==> config.mk <==
export PLATFORM = sky130hd
export DESIGN_NAME = tmr_compare_top
export DESIGN_NICKNAME = d
export VERILOG_FILES = /design/src/design/tmr_pkg.sv /design/src/design/tmr_compare_top.sv
export VERILOG_INCLUDE_DIRS = /design/src /design/src/design
export SDC_FILE = /design/constraint.sdc
export NUM_CORES = 1
export LEC_CHECK = 0
export ABC_AREA = 1
export BUFFER_PORTS_ARGS = -buffer_cell sky130_fd_sc_hd__buf_2
export CAP_MARGIN = 20
export CORE_ASPECT_RATIO = 0.5
export CORE_MARGIN = 2
export CORE_UTILIZATION = 33
export CTS_CLUSTER_DIAMETER = 40
export DETAILED_ROUTE_END_ITERATION = 10
export PLACE_DENSITY_LB_ADDON = 0.12
export SETUP_SLACK_MARGIN = 0.02
export SLEW_MARGIN = 20
export SYNTH_ARGS = -nofsm -noshare
export SYNTH_HDL_FRONTEND = slang
export SYNTH_SLANG_ARGS = --single-unit
==> constraint.sdc <==
create_clock -name clk -period 1.99 [get_ports clk]
set_clock_uncertainty 0.1 [all_clocks]
set_input_delay 0.398 -clock clk [delete_from_list [all_inputs] [get_ports clk]]
set_output_delay 0.398 -clock clk [all_outputs]
set_load 0.02 [all_outputs]
==> src/design/tmr_regs.svh <==
// reset values, mode codes and prescaler masks of the 8-bit compare timer
// assumes: included by bare name from design files
`ifndef TMR_REGS_SVH
`define TMR_REGS_SVH

`define TMR_CNT_RST 8'h00
`define TMR_OCR_RST 8'h00
`define TMR_OC_RST 1'h0
`define TMR_CNT_MAX 8'hFF
`define TMR_CNT_BOTTOM 8'h00
`define TMR_WGM_NORMAL 3'h0
`define TMR_WGM_CTC 3'h2
`define TMR_CS_STOP 3'h0
`define TMR_CS_DIV1 3'h1
`define TMR_CS_DIV8 3'h2
`define TMR_CS_DIV64 3'h3
`define TMR_CS_DIV256 3'h4
`define TMR_CS_DIV1024 3'h5
`define TMR_CS_EXT_FALL 3'h6
`define TMR_CS_EXT_RISE 3'h7
`define TMR_COM_KEEP 2'h0
`define TMR_COM_TOGGLE 2'h1
`define TMR_COM_CLEAR 2'h2
`define TMR_COM_SET 2'h3
`define TMR_PRESC_RST 10'h000
`define TMR_DIV8_BITS 3
`define TMR_DIV64_BITS 6
`define TMR_DIV256_BITS 8
`define TMR_DIV1024_BITS 10

`endif

==> src/design/tmr_pkg.sv <==
// types shared by the 8-bit compare timer
// assumes: compiled before the timer module
package tmr_pkg;

   // software control bits
   typedef struct packed {
      logic [2:0] clock_source_select;
      logic [2:0] waveform_generation_select;
      logic [1:0] compare_output_action_b;
      logic [1:0] compare_output_action_a;
   } tmr_ctrl_t;

   // sticky status flags
   typedef struct packed {
      logic overflow_flag;
      logic [1:0] compare_match_flag;
   } tmr_flags_t;

endpackage

==> src/design/tmr_compare_top.sv <==
// 8-bit timer/counter with two compare channels, normal and clear-on-match modes
// assumes: control bits come from same-clock register logic; ext_clk_pin is a raw pin
// What this block does
// - in non-pwm modes a force strobe acts as a match for that channel
// - forced match skips flag and counter clear, but updates output state
// - counter write suppresses both channels' compare matches, but not the clear-on-match counter clear, in the following timer tick
// - output state bits keep their value across waveform mode changes
// - action field is unbuffered; new value governs the very next match
// - reset clears each channel output state to zero
// - nonzero action field routes output state to pin; direction bit gates driving
// - pin override works the same in every waveform mode
// - action value zero leaves output state unchanged on match
// - counting depends on waveform select only, never on action field
// - action sets, clears or toggles on a match in pwm and non-pwm modes alike
// - waveform select zero counts up, never clears, wraps ff to 00
// - normal mode sets overflow flag in the tick counter becomes zero
// - normal mode accepts counter writes at any time
// - waveform select two clears counter on match with compare value a
// - clear-on-match compare a writes are direct; low value wraps through ff
// - clear-on-match sets compare flag a each time top is reached, except at top in the timer tick after a counter write
// - action one in clear-on-match toggles output a on each match
// - prescaler divides by 1, 8, 64, 256 or 1024
// - clear-on-match sets overflow flag when counter passes ff to zero
// - match sets compare flag next tick; service or write-one clears it
// - counter write beats clear and count in the same cycle
// - clock select zero stops the counter; still readable and writable
// - compare writes go straight to the active compare register
`timescale 1ns/1ns
`default_nettype none
`include "tmr_regs.svh"

module tmr_compare_top #(
   parameter int PRESC_W = 10
) (
   // clock and reset
   input wire logic clk,
   input wire logic rst,
   // control bits
   input wire tmr_pkg::tmr_ctrl_t ctrl,
   input wire logic [1:0] force_compare_strobe,
   // counter and compare writes
   input wire logic counter_write,
   input wire logic [7:0] counter_wdata,
   input wire logic [1:0] compare_write,
   input wire logic [7:0] compare_wdata,
   // flag clears, write-one or interrupt serviced
   input wire logic overflow_flag_clear,
   input wire logic [1:0] compare_match_flag_clear,
   // external timer clock pin
   input wire logic ext_clk_pin,
   // port pin side
   input wire logic [1:0] port_out_bit,
   input wire logic [1:0] pin_direction_bit,
   // state and pins
   output logic [7:0] counter_value,
   output logic [7:0] compare_value_a,
   output logic [7:0] compare_value_b,
   output tmr_pkg::tmr_flags_t flags,
   output logic [1:0] compare_output_state,
   output logic [1:0] pin_out,
   output logic [1:0] pin_oe_n
);

   // elaboration check: the prescaler must hold the widest tap
   generate
      if (PRESC_W < `TMR_DIV1024_BITS)
      begin : g_presc_too_narrow
         $error("prescaler too narrow for divide by 1024");
      end
   endgenerate

   // shared timer state
   logic [PRESC_W-1:0] presc_q;
   logic ext_s1_q;
   logic ext_s2_q;
   logic ext_s3_q;
   logic [7:0] cnt_q;
   logic [7:0] cnt_d;
   logic blk_q;
   logic ovf_q;

   // per-channel state, gathered from the channel loop
   wire logic [7:0] ocr [2];
   wire logic [1:0] oc;
   wire logic [1:0] ocf;
   wire logic [1:0] pin;
   wire logic [1:0] oe_n;

   // timer clock selection
   wire logic [2:0] cs = ctrl.clock_source_select;
   wire logic ext_rise = ext_s2_q & ~ext_s3_q;
   wire logic ext_fall = ~ext_s2_q & ext_s3_q;
   wire logic tick =
      (cs == `TMR_CS_DIV1) |
      ((cs == `TMR_CS_DIV8) & (&presc_q[`TMR_DIV8_BITS-1:0])) |
      ((cs == `TMR_CS_DIV64) & (&presc_q[`TMR_DIV64_BITS-1:0])) |
      ((cs == `TMR_CS_DIV256) & (&presc_q[`TMR_DIV256_BITS-1:0])) |
      ((cs == `TMR_CS_DIV1024) & (&presc_q[`TMR_DIV1024_BITS-1:0])) |
      ((cs == `TMR_CS_EXT_FALL) & ext_fall) |
      ((cs == `TMR_CS_EXT_RISE) & ext_rise);

   // mode decode, waveform select only
   wire logic [2:0] wgm = ctrl.waveform_generation_select;
   wire logic non_pwm = ~wgm[0];
   wire logic ctc_mode = (wgm == `TMR_WGM_CTC);
   wire logic top_hit = ctc_mode & (cnt_q == ocr[0]);
   wire logic wrap = (cnt_q == `TMR_CNT_MAX);
   wire logic ovf_set = tick & ~counter_write & wrap;
   wire logic blk_d = counter_write | (blk_q & ~tick);
   wire logic [1:0] com [2];
   assign com[0] = ctrl.compare_output_action_a;
   assign com[1] = ctrl.compare_output_action_b;

   // counter next value
   always_comb
   begin
      cnt_d = cnt_q;
      if (counter_write)
      begin
         cnt_d = counter_wdata;
      end
      else if (tick)
      begin
         if (top_hit)
         begin
            cnt_d = `TMR_CNT_BOTTOM;
         end
         else
         begin
            cnt_d = cnt_q + 8'h01;
         end
      end
   end

   function automatic logic oc_next(input logic [1:0] act, input logic oc);
      case (act)
         `TMR_COM_TOGGLE: oc_next = ~oc;
         `TMR_COM_CLEAR: oc_next = 1'b0;
         `TMR_COM_SET: oc_next = 1'b1;
         default: oc_next = oc;
      endcase
   endfunction

   // free-running prescaler
   always_ff @(posedge clk)
   begin
      if (rst)
      begin
         presc_q <= '0;
      end
      else
      begin
         presc_q <= presc_q + {{(PRESC_W-1){1'h0}}, 1'h1};
      end
   end

   // external clock pin: two sync flops, then one edge flop
   always_ff @(posedge clk)
   begin
      if (rst)
      begin
         ext_s1_q <= 1'h0;
         ext_s2_q <= 1'h0;
         ext_s3_q <= 1'h0;
      end
      else
      begin
         ext_s1_q <= ext_clk_pin;
         ext_s2_q <= ext_s1_q;
         ext_s3_q <= ext_s2_q;
      end
   end

   // counter register
   always_ff @(posedge clk)
   begin
      if (rst)
      begin
         cnt_q <= `TMR_CNT_RST;
      end
      else
      begin
         cnt_q <= cnt_d;
      end
   end

   // compare block after a counter write, held until a timer tick
   always_ff @(posedge clk)
   begin
      if (rst)
      begin
         blk_q <= 1'h0;
      end
      else
      begin
         blk_q <= blk_d;
      end
   end

   // overflow flag, set wins over a clear in the same cycle
   always_ff @(posedge clk)
   begin
      if (rst)
      begin
         ovf_q <= 1'h0;
      end
      else
      begin
         ovf_q <= ovf_set | (ovf_q & ~overflow_flag_clear);
      end
   end

   // per-channel compare, flag, output state and pin override
   genvar i;
   generate
      for (i = 0; i < 2; i++)
      begin : g_ch
         logic [7:0] ocr_q;
         logic pend_q;
         logic ocf_q;
         logic oc_q;
         logic pin_q;
         logic oe_n_q;
         wire logic match = tick & ~blk_q & (cnt_q == ocr_q);
         wire logic forced = force_compare_strobe[i] & non_pwm;
         wire logic act = match | forced;
         wire logic override = |com[i];
         wire logic flag_set = tick & pend_q;
         wire logic oc_d = act ? oc_next(com[i], oc_q) : oc_q;

         // compare value, written straight through
         always_ff @(posedge clk)
         begin
            if (rst)
            begin
               ocr_q <= `TMR_OCR_RST;
            end
            else if (compare_write[i])
            begin
               ocr_q <= compare_wdata;
            end
         end

         // a match seen on one tick raises the flag on the next tick
         always_ff @(posedge clk)
         begin
            if (rst)
            begin
               pend_q <= 1'h0;
            end
            else if (tick)
            begin
               pend_q <= match;
            end
         end

         // compare flag, set wins over a clear in the same cycle
         always_ff @(posedge clk)
         begin
            if (rst)
            begin
               ocf_q <= 1'h0;
            end
            else
            begin
               ocf_q <= flag_set | (ocf_q & ~compare_match_flag_clear[i]);
            end
         end

         // output state, kept across mode changes
         always_ff @(posedge clk)
         begin
            if (rst)
            begin
               oc_q <= `TMR_OC_RST;
            end
            else
            begin
               oc_q <= oc_d;
            end
         end

         // pin level and enable, low enable drives
         always_ff @(posedge clk)
         begin
            if (rst)
            begin
               pin_q <= 1'h0;
               oe_n_q <= 1'h1;
            end
            else
            begin
               pin_q <= override ? oc_q : port_out_bit[i];
               oe_n_q <= ~pin_direction_bit[i];
            end
         end

         assign ocr[i] = ocr_q;
         assign oc[i] = oc_q;
         assign ocf[i] = ocf_q;
         assign pin[i] = pin_q;
         assign oe_n[i] = oe_n_q;
      end
   endgenerate

   assign counter_value = cnt_q;
   assign compare_value_a = ocr[0];
   assign compare_value_b = ocr[1];
   assign flags.overflow_flag = ovf_q;
   assign flags.compare_match_flag = ocf;
   assign compare_output_state = oc;
   assign pin_out = pin;
   assign pin_oe_n = oe_n;

endmodule

`default_nettype wire

==> results of run 1 <==
==> cells in the mapped netlist, types with 3 or more instances <==
library cell	count	area share
nand2_2	5	0.013
clkbuf_1	6	0.0093
dfxtp_1	49	0.41
xnor2_1	9	0.033
a21oi_1	17	0.035
nand3_2	7	0.029
xor2_1	11	0.040
buf_4	9	0.028
nand4_1	9	0.023
ha_1	3	0.016
inv_1	32	0.050
o21ai_0	28	0.058
nand2_1	54	0.084
nor2_2	3	0.0078
nor2_1	68	0.11
==> per-stage QoR <==
stage	instance area [um^2]	TNS, ns	hold WS, ns
4_1_cts	2969	0	0.1595
3_3_place_gp	2826	0	0.3068
3_5_place_dp	2826	0	0.3069
2_1_floorplan	2409	0	0.2883
6_report	2977	0	0.1695
5_1_grt	2977	-0.01987	0.1658
==> cell type report <==
type | instances | area share
Multi-Input combinational cell | 227 | 0.4023
Sequential cell | 49 | 0.3296
Timing Repair Buffer | 79 | 0.1379
Clock buffer | 7 | 0.04792
Inverter | 34 | 0.04372
Tap cell | 92 | 0.03867
==> registers in the layout, indices dropped and copies added (netlist names), 2 cells and up <==
| register | count |
|---|---|
| g_ch.pend_q | 2 |
| compare_value_b | 8 |
| counter_value | 8 |
| presc_q | 10 |
| g_ch.pin_q | 2 |
| g_ch.oc_q | 2 |
| g_ch.ocf_q | 2 |
| compare_value_a | 8 |
| g_ch.oe_n_q | 2 |
==> cell families (layout without fill, tap and decap cells) <==
family                     after synthesis  count (layout)  share of synthesized area
AOI/OAI and AO/OA                       49              49                     0.1101
buffers and inverters                   51             120                    0.09558
DFF                                     49              49                     0.4073
xor gates and xnor gates                20              20                    0.07273
adders and majority gates                3               3                    0.01559
and+or+nand+nor                        155             155                     0.2987
==> metal layers <==
metal	GRT usage	up-vias	wire, um
li1	-	1159	-
met1	0.1780	970	2734
met5	0	-	0
met3	0.04789	4	284
met2	0.2480	53	2538
met4	0.04583	0	62
==> worst paths after layout <==
check	depth (start not counted)	end	slack, ns
worst max register to register	12	counter_value[7]	0.15
worst min register to register	2	ext_s2_q	0.32
worst min-delay path	2	g_ch[1].oe_n_q	0.17
worst max-delay path	12	counter_value[7]	0.15
==> timing repair <==
action | CTS | global route
setup endpoints to repair | 0 | 1
buffers inserted | 0 | 1
gates resized for setup | 0 | 1
==> power by group <==
part / switching [W] / internal, W / leakage [nW]
Combinational: 0.000216 / 0.000145 / 0.941
Sequential: 0.0000487 / 0.00103 / 0.403
Clock: 0.000346 / 0.000494 / 0.0700
==> critical path, delay by kind of cell (launching register included) <==
family / cells / cell delay [ns]
and+or+nand+nor: 5 / 0.46
adders and majority gates: 2 / 0.41
DFF: 1 / 0.32
AOI/OAI and AO/OA: 3 / 0.29
buffers and inverters: 2 / 0.18
==> out/metrics.yaml, run 1 <==
worst_setup_path:
  critPathSlowestCell: "dfxtp_1"
  r2r_start: "presc_q[0]"
  worstSetupPathType: "register to register"
  startpoint: "presc_q[0]"
  arrival_ns: 1.96
  cp_common_cell: "nand2_1"
  cp.required_ns: 2.11
  cpPeakStageDelay_ns: 0.32
  crit_fanout: 9
  cp-end-kind: "register"
  start_kind: "register"
  worstPathCellList: "ha_1 > ha_1 > nand2_1 > a21oi_1 > o21ai_4 > nand2_8 > nor2_4 > buf_4 > nand2_1 > nand2_1 > inv_1 > a21oi_1"
synth:
  synth_cells: 327
  synth-edff-count: 0
  avgSynthCellArea_um2: 7.366
  syn_nets: 371
  synth.distinct_cells: 28
  syn-cell-area_mm2: 0.002409
  ys_warn_count: 0
  ys_seq_area_frac: 0.4073
  ys_ff_latch: 49
  async_flop_share: 0
  yosys_most_used_dff: "dfxtp_1"
placement:
  dp_cells: 480
  pre_cts_slack_ns: 0.2055
  place_congestion: 0.7816
  hpwl_um: 4332
  portBuffers: 73
global_route:
  grt_max_degree: 25
  grt_first_pass_wirelength_um: 9287
  antenna_found_initial: 0
  grt-ovfl-total: 0
  first_global_vias: 2047
  grt_usage: 0.1458
routing:
  wl_per_cell_um: 11.52
  dr.pass1.iters: 4
  postRouteAntennaNets: 0
  finalWirelength_um: 5620
  remaining_drc_errors: 0
  first_iter_violations: 74
  dr_total_vias: 2186
  via_per_inst: 4.480
clocking:
  hold_buffers: 0
  cts_sinks: 49
  htree_levels: 2
  clkTransAtPathRegs_ns: 0.06
  cts_tree: "built"
  worstSkewPairLatency_ns: 0.29
  clockBufferDepth: 2
  numCtsBuffers: 5
  cts_root_buffer: "clkbuf_16"
floorplanning:
  ios: 74
  die_area_mm2: 0.008040
  fp.dieW_um: 124.8
  die_h_um: 64.41
  row_count: 21
  initial_core_util: 0.3499
  coreArea_mm2: 0.006884
sta:
  relSlewSlack: 0.7752
  grt_setup_unrepaired: "true"
  slew_viol_final: 0
  fin_crit_ns: 1.839
  hold_viol: 0
  fin_ws_ns: 0.1510
  clock.fmax_ghz: 0.5438
  worstMarginPinSlew_ns: 0.3368
  timing.final.crit_share: 0.9241
  setup_viol: 0
finish:
  final_common_cell: "buf_2"
  layout_common_cells: "73 x buf_2, 68 x nor2_1, 54 x nand2_1"
  multi_input_area_mm2: 0.001197
  regArea_um2: 980.9
  drive_gt1_frac: 0.2778
  syn_to_final_growth_pct: 23.58
  n_antenna_cell: 0
  final_core_util: 0.4324
  n_fill_cell: 732
  fin_nets: 440
  stdcell_count: 488
run_status:
  status: "finished clean"
power:
  vdd_ir_drop_max_v: 0.0002871
  power.total_w: 0.002281
  powerDensity_mw_per_mm2: 766.3
  leakage_nw: 1.414
min_path:
  hold_path.startpoint: "pin_direction_bit[1]"
  min_path_type: "input pin to register"
job:
  maxCapViolCount: 0
Note: power is estimated with default switching activity, not from simulation.
==> inputs of run 2 (changes only) <==
==> constraint.sdc (replaced) <==
create_clock -name clk -period 1.6 [get_ports clk]
set_clock_uncertainty 0.1 [all_clocks]
set_input_delay 0.32 -clock clk [delete_from_list [all_inputs] [get_ports clk]]
set_output_delay 0.32 -clock clk [all_outputs]
set_load 0.02 [all_outputs]
==> run 2 against run 1 <==
Against the previous run:
- the flow now finishes with violations (setup timing)
- combinational power rose by 40%
- cell area rose by 8.6%
- power rose by 27%
- critical endpoint is now counter_value[6]
==> out/metrics.yaml, run 2 (synthesized netlist as in run 1, its figures left out) <==
placement:
  portBuffers: 73
  place_congestion: 0.7794
  hpwl_um: 4390
  pre_cts_slack_ns: -0.1393
sta:
  clock.fmax_ghz: 0.6014
  worstMarginPinSlew_ns: 0.2867
  hold_viol: 0
  grt_setup_unrepaired: "true"
  relSlewSlack: 0.8089
  fin_crit_ns: 1.663
  slew_viol_final: 0
  fin_ws_ns: -0.06266
  setup_viol: 13
  timing.final.crit_share: 1.039
  holdWs_ns: 0.09070
floorplanning:
  ios: 74
  coreArea_mm2: 0.006884
  row_count: 21
  die_h_um: 64.41
  fp.dieW_um: 124.8
  die_area_mm2: 0.008040
  initial_core_util: 0.3499
power:
  power_frac_seq: 0.465
  leakage_nw: 1.533
  p_int_w: 0.002113
  swShare: 0.2688
  power_switching_w: 0.0007768
  p_clk_frac: 0.361
  vdd_ir_drop_max_v: 0.0003823
  pwr-share-comb: 0.175
  powerDensity_mw_per_mm2: 894.0
worst_setup_path:
  reg2reg_slack_ns: -0.06
  cp.required_ns: 1.72
  start_kind: "register"
  timing.rr.end: "counter_value[6]"
  worstSetupPathType: "register to register"
  crit_fanout: 7
  startpoint: "presc_q[1]"
  r2r_start: "presc_q[1]"
  cp-end-kind: "register"
  arrival_ns: 1.79
  ff2ff_path_depth: 11
  crit_end: "counter_value[6]"
routing:
  finalWirelength_um: 5868
  postRouteAntennaNets: 0
  wl_per_cell_um: 11.48
  dr_total_vias: 2301
  remaining_drc_errors: 0
  dr.pass1.iters: 4
  via_per_inst: 4.503
  first_iter_violations: 134
global_route:
  first_global_vias: 2154
  grt_max_degree: 26
  antenna_found_initial: 0
  grt-ovfl-total: 0
  grt_usage: 0.1523
  grt_first_pass_wirelength_um: 9846
finish:
  fin_nets: 463
  final_common_cell: "buf_2"
  syn_to_final_growth_pct: 34.18
  layout_common_cells: "73 x buf_2, 66 x nor2_1, 53 x nand2_1"
  largest_reg_flops: 10
  n_antenna_cell: 0
  drive_gt1_frac: 0.3508
  largest_register: "presc_q"
clocking:
  cts_tree: "built"
  hold_buffers: 0
  worstSkewPairLatency_ns: 0.29
  numCtsBuffers: 5
  cts_root_buffer: "clkbuf_16"
  clkTransAtPathRegs_ns: 0.06
  cts_sinks: 49
  htree_levels: 2
  clockBufferDepth: 2
run_status:
  status: "finished, violations left"
  violations: "setup timing"
min_path:
  min_path_type: "input pin to register"
job:
  maxCapViolCount: 0
-- run 2: critical path, stage by stage (launching register included) --
cell and delay, ns:
dfxtp_4 0.35, ha_4 0.16, nand3_4 0.06, nor2_4 0.06
buf_12 0.12, o21ai_4 0.17, nand2_8 0.10, nor2_4 0.15
inv_2 0.07, o21ai_1 0.11, nor2_1 0.05, nor2_1 0.08
-- run 2: cell type report --
class	count	area, um^2
clock buffer	7	142.6
inverter	34	130.1
sequential	49	989.7
timing repair buffer	101	591.8
multi-input combinational	228	1262
fill	719	3652
tap	92	115.1
-- run 2: per-layer routing --
layer | share of wire | up-vias | routed length [um] | GRT usage
met1 | 0.49 | 1038 | 2871 | 0.2009
li1 | - | 1209 | - | -
met3 | 0.053 | 4 | 313 | 0.04377
met2 | 0.45 | 50 | 2633 | 0.2514
met4 | 0.0082 | 0 | 48 | 0.03333
met5 | 0 | - | 0 | 0
-- run 2: metrics by stage --
stage          std cells  utilization  total power, W  setup TNS [ns]  cell area, um^2
3_5_place_dp         494       0.4300        0.001855         -0.6475             2960
4_1_cts              507       0.4604        0.002909         -0.3504             3169
3_3_place_gp         494       0.4300        0.001847         -0.2816             2960
2_1_floorplan        327            -        0.001668               0             2440
5_1_grt              511       0.4695        0.003037          -1.917             3232
6_report             511       0.4695        0.002889         -0.4695             3232
-- run 2: power by group through the flow --
stage	Sequential [W]	Combinational, W	Clock (W)
3_5_place_dp	0.00137	0.000486	0
4_1_cts	0.00134	0.000496	0.00107
2_1_floorplan	0.00141	0.000256	0
3_3_place_gp	0.00137	0.000480	0
6_report	0.00134	0.000505	0.00104
5_1_grt	0.00135	0.000567	0.00112
-- run 2: what timing repair did --
action,CTS,global route
resized for setup,10,6
hold endpoints to repair,0,0
buffers inserted,5,4
cloned,1,0
pin swaps,12,12
endpoints found under the setup margin,13,17
-- run 2: worst min path at each step --
stage / slack (ns) / to / depth (start not counted) / from
detailed placement: 0.30 / ext_s2_q / 2 / ext_s1_q
global placement: 0.30 / ext_s2_q / 2 / ext_s1_q
global route: 0.1 / g_ch[1].oe_n_q / 2 / pin_direction_bit[1]
floorplan: 0.29 / ext_s2_q / 2 / ext_s1_q
CTS: 0.09 / g_ch[1].oe_n_q / 2 / pin_direction_bit[1]
finish: 0.09 / g_ch[0].oe_n_q / 2 / pin_direction_bit[0]
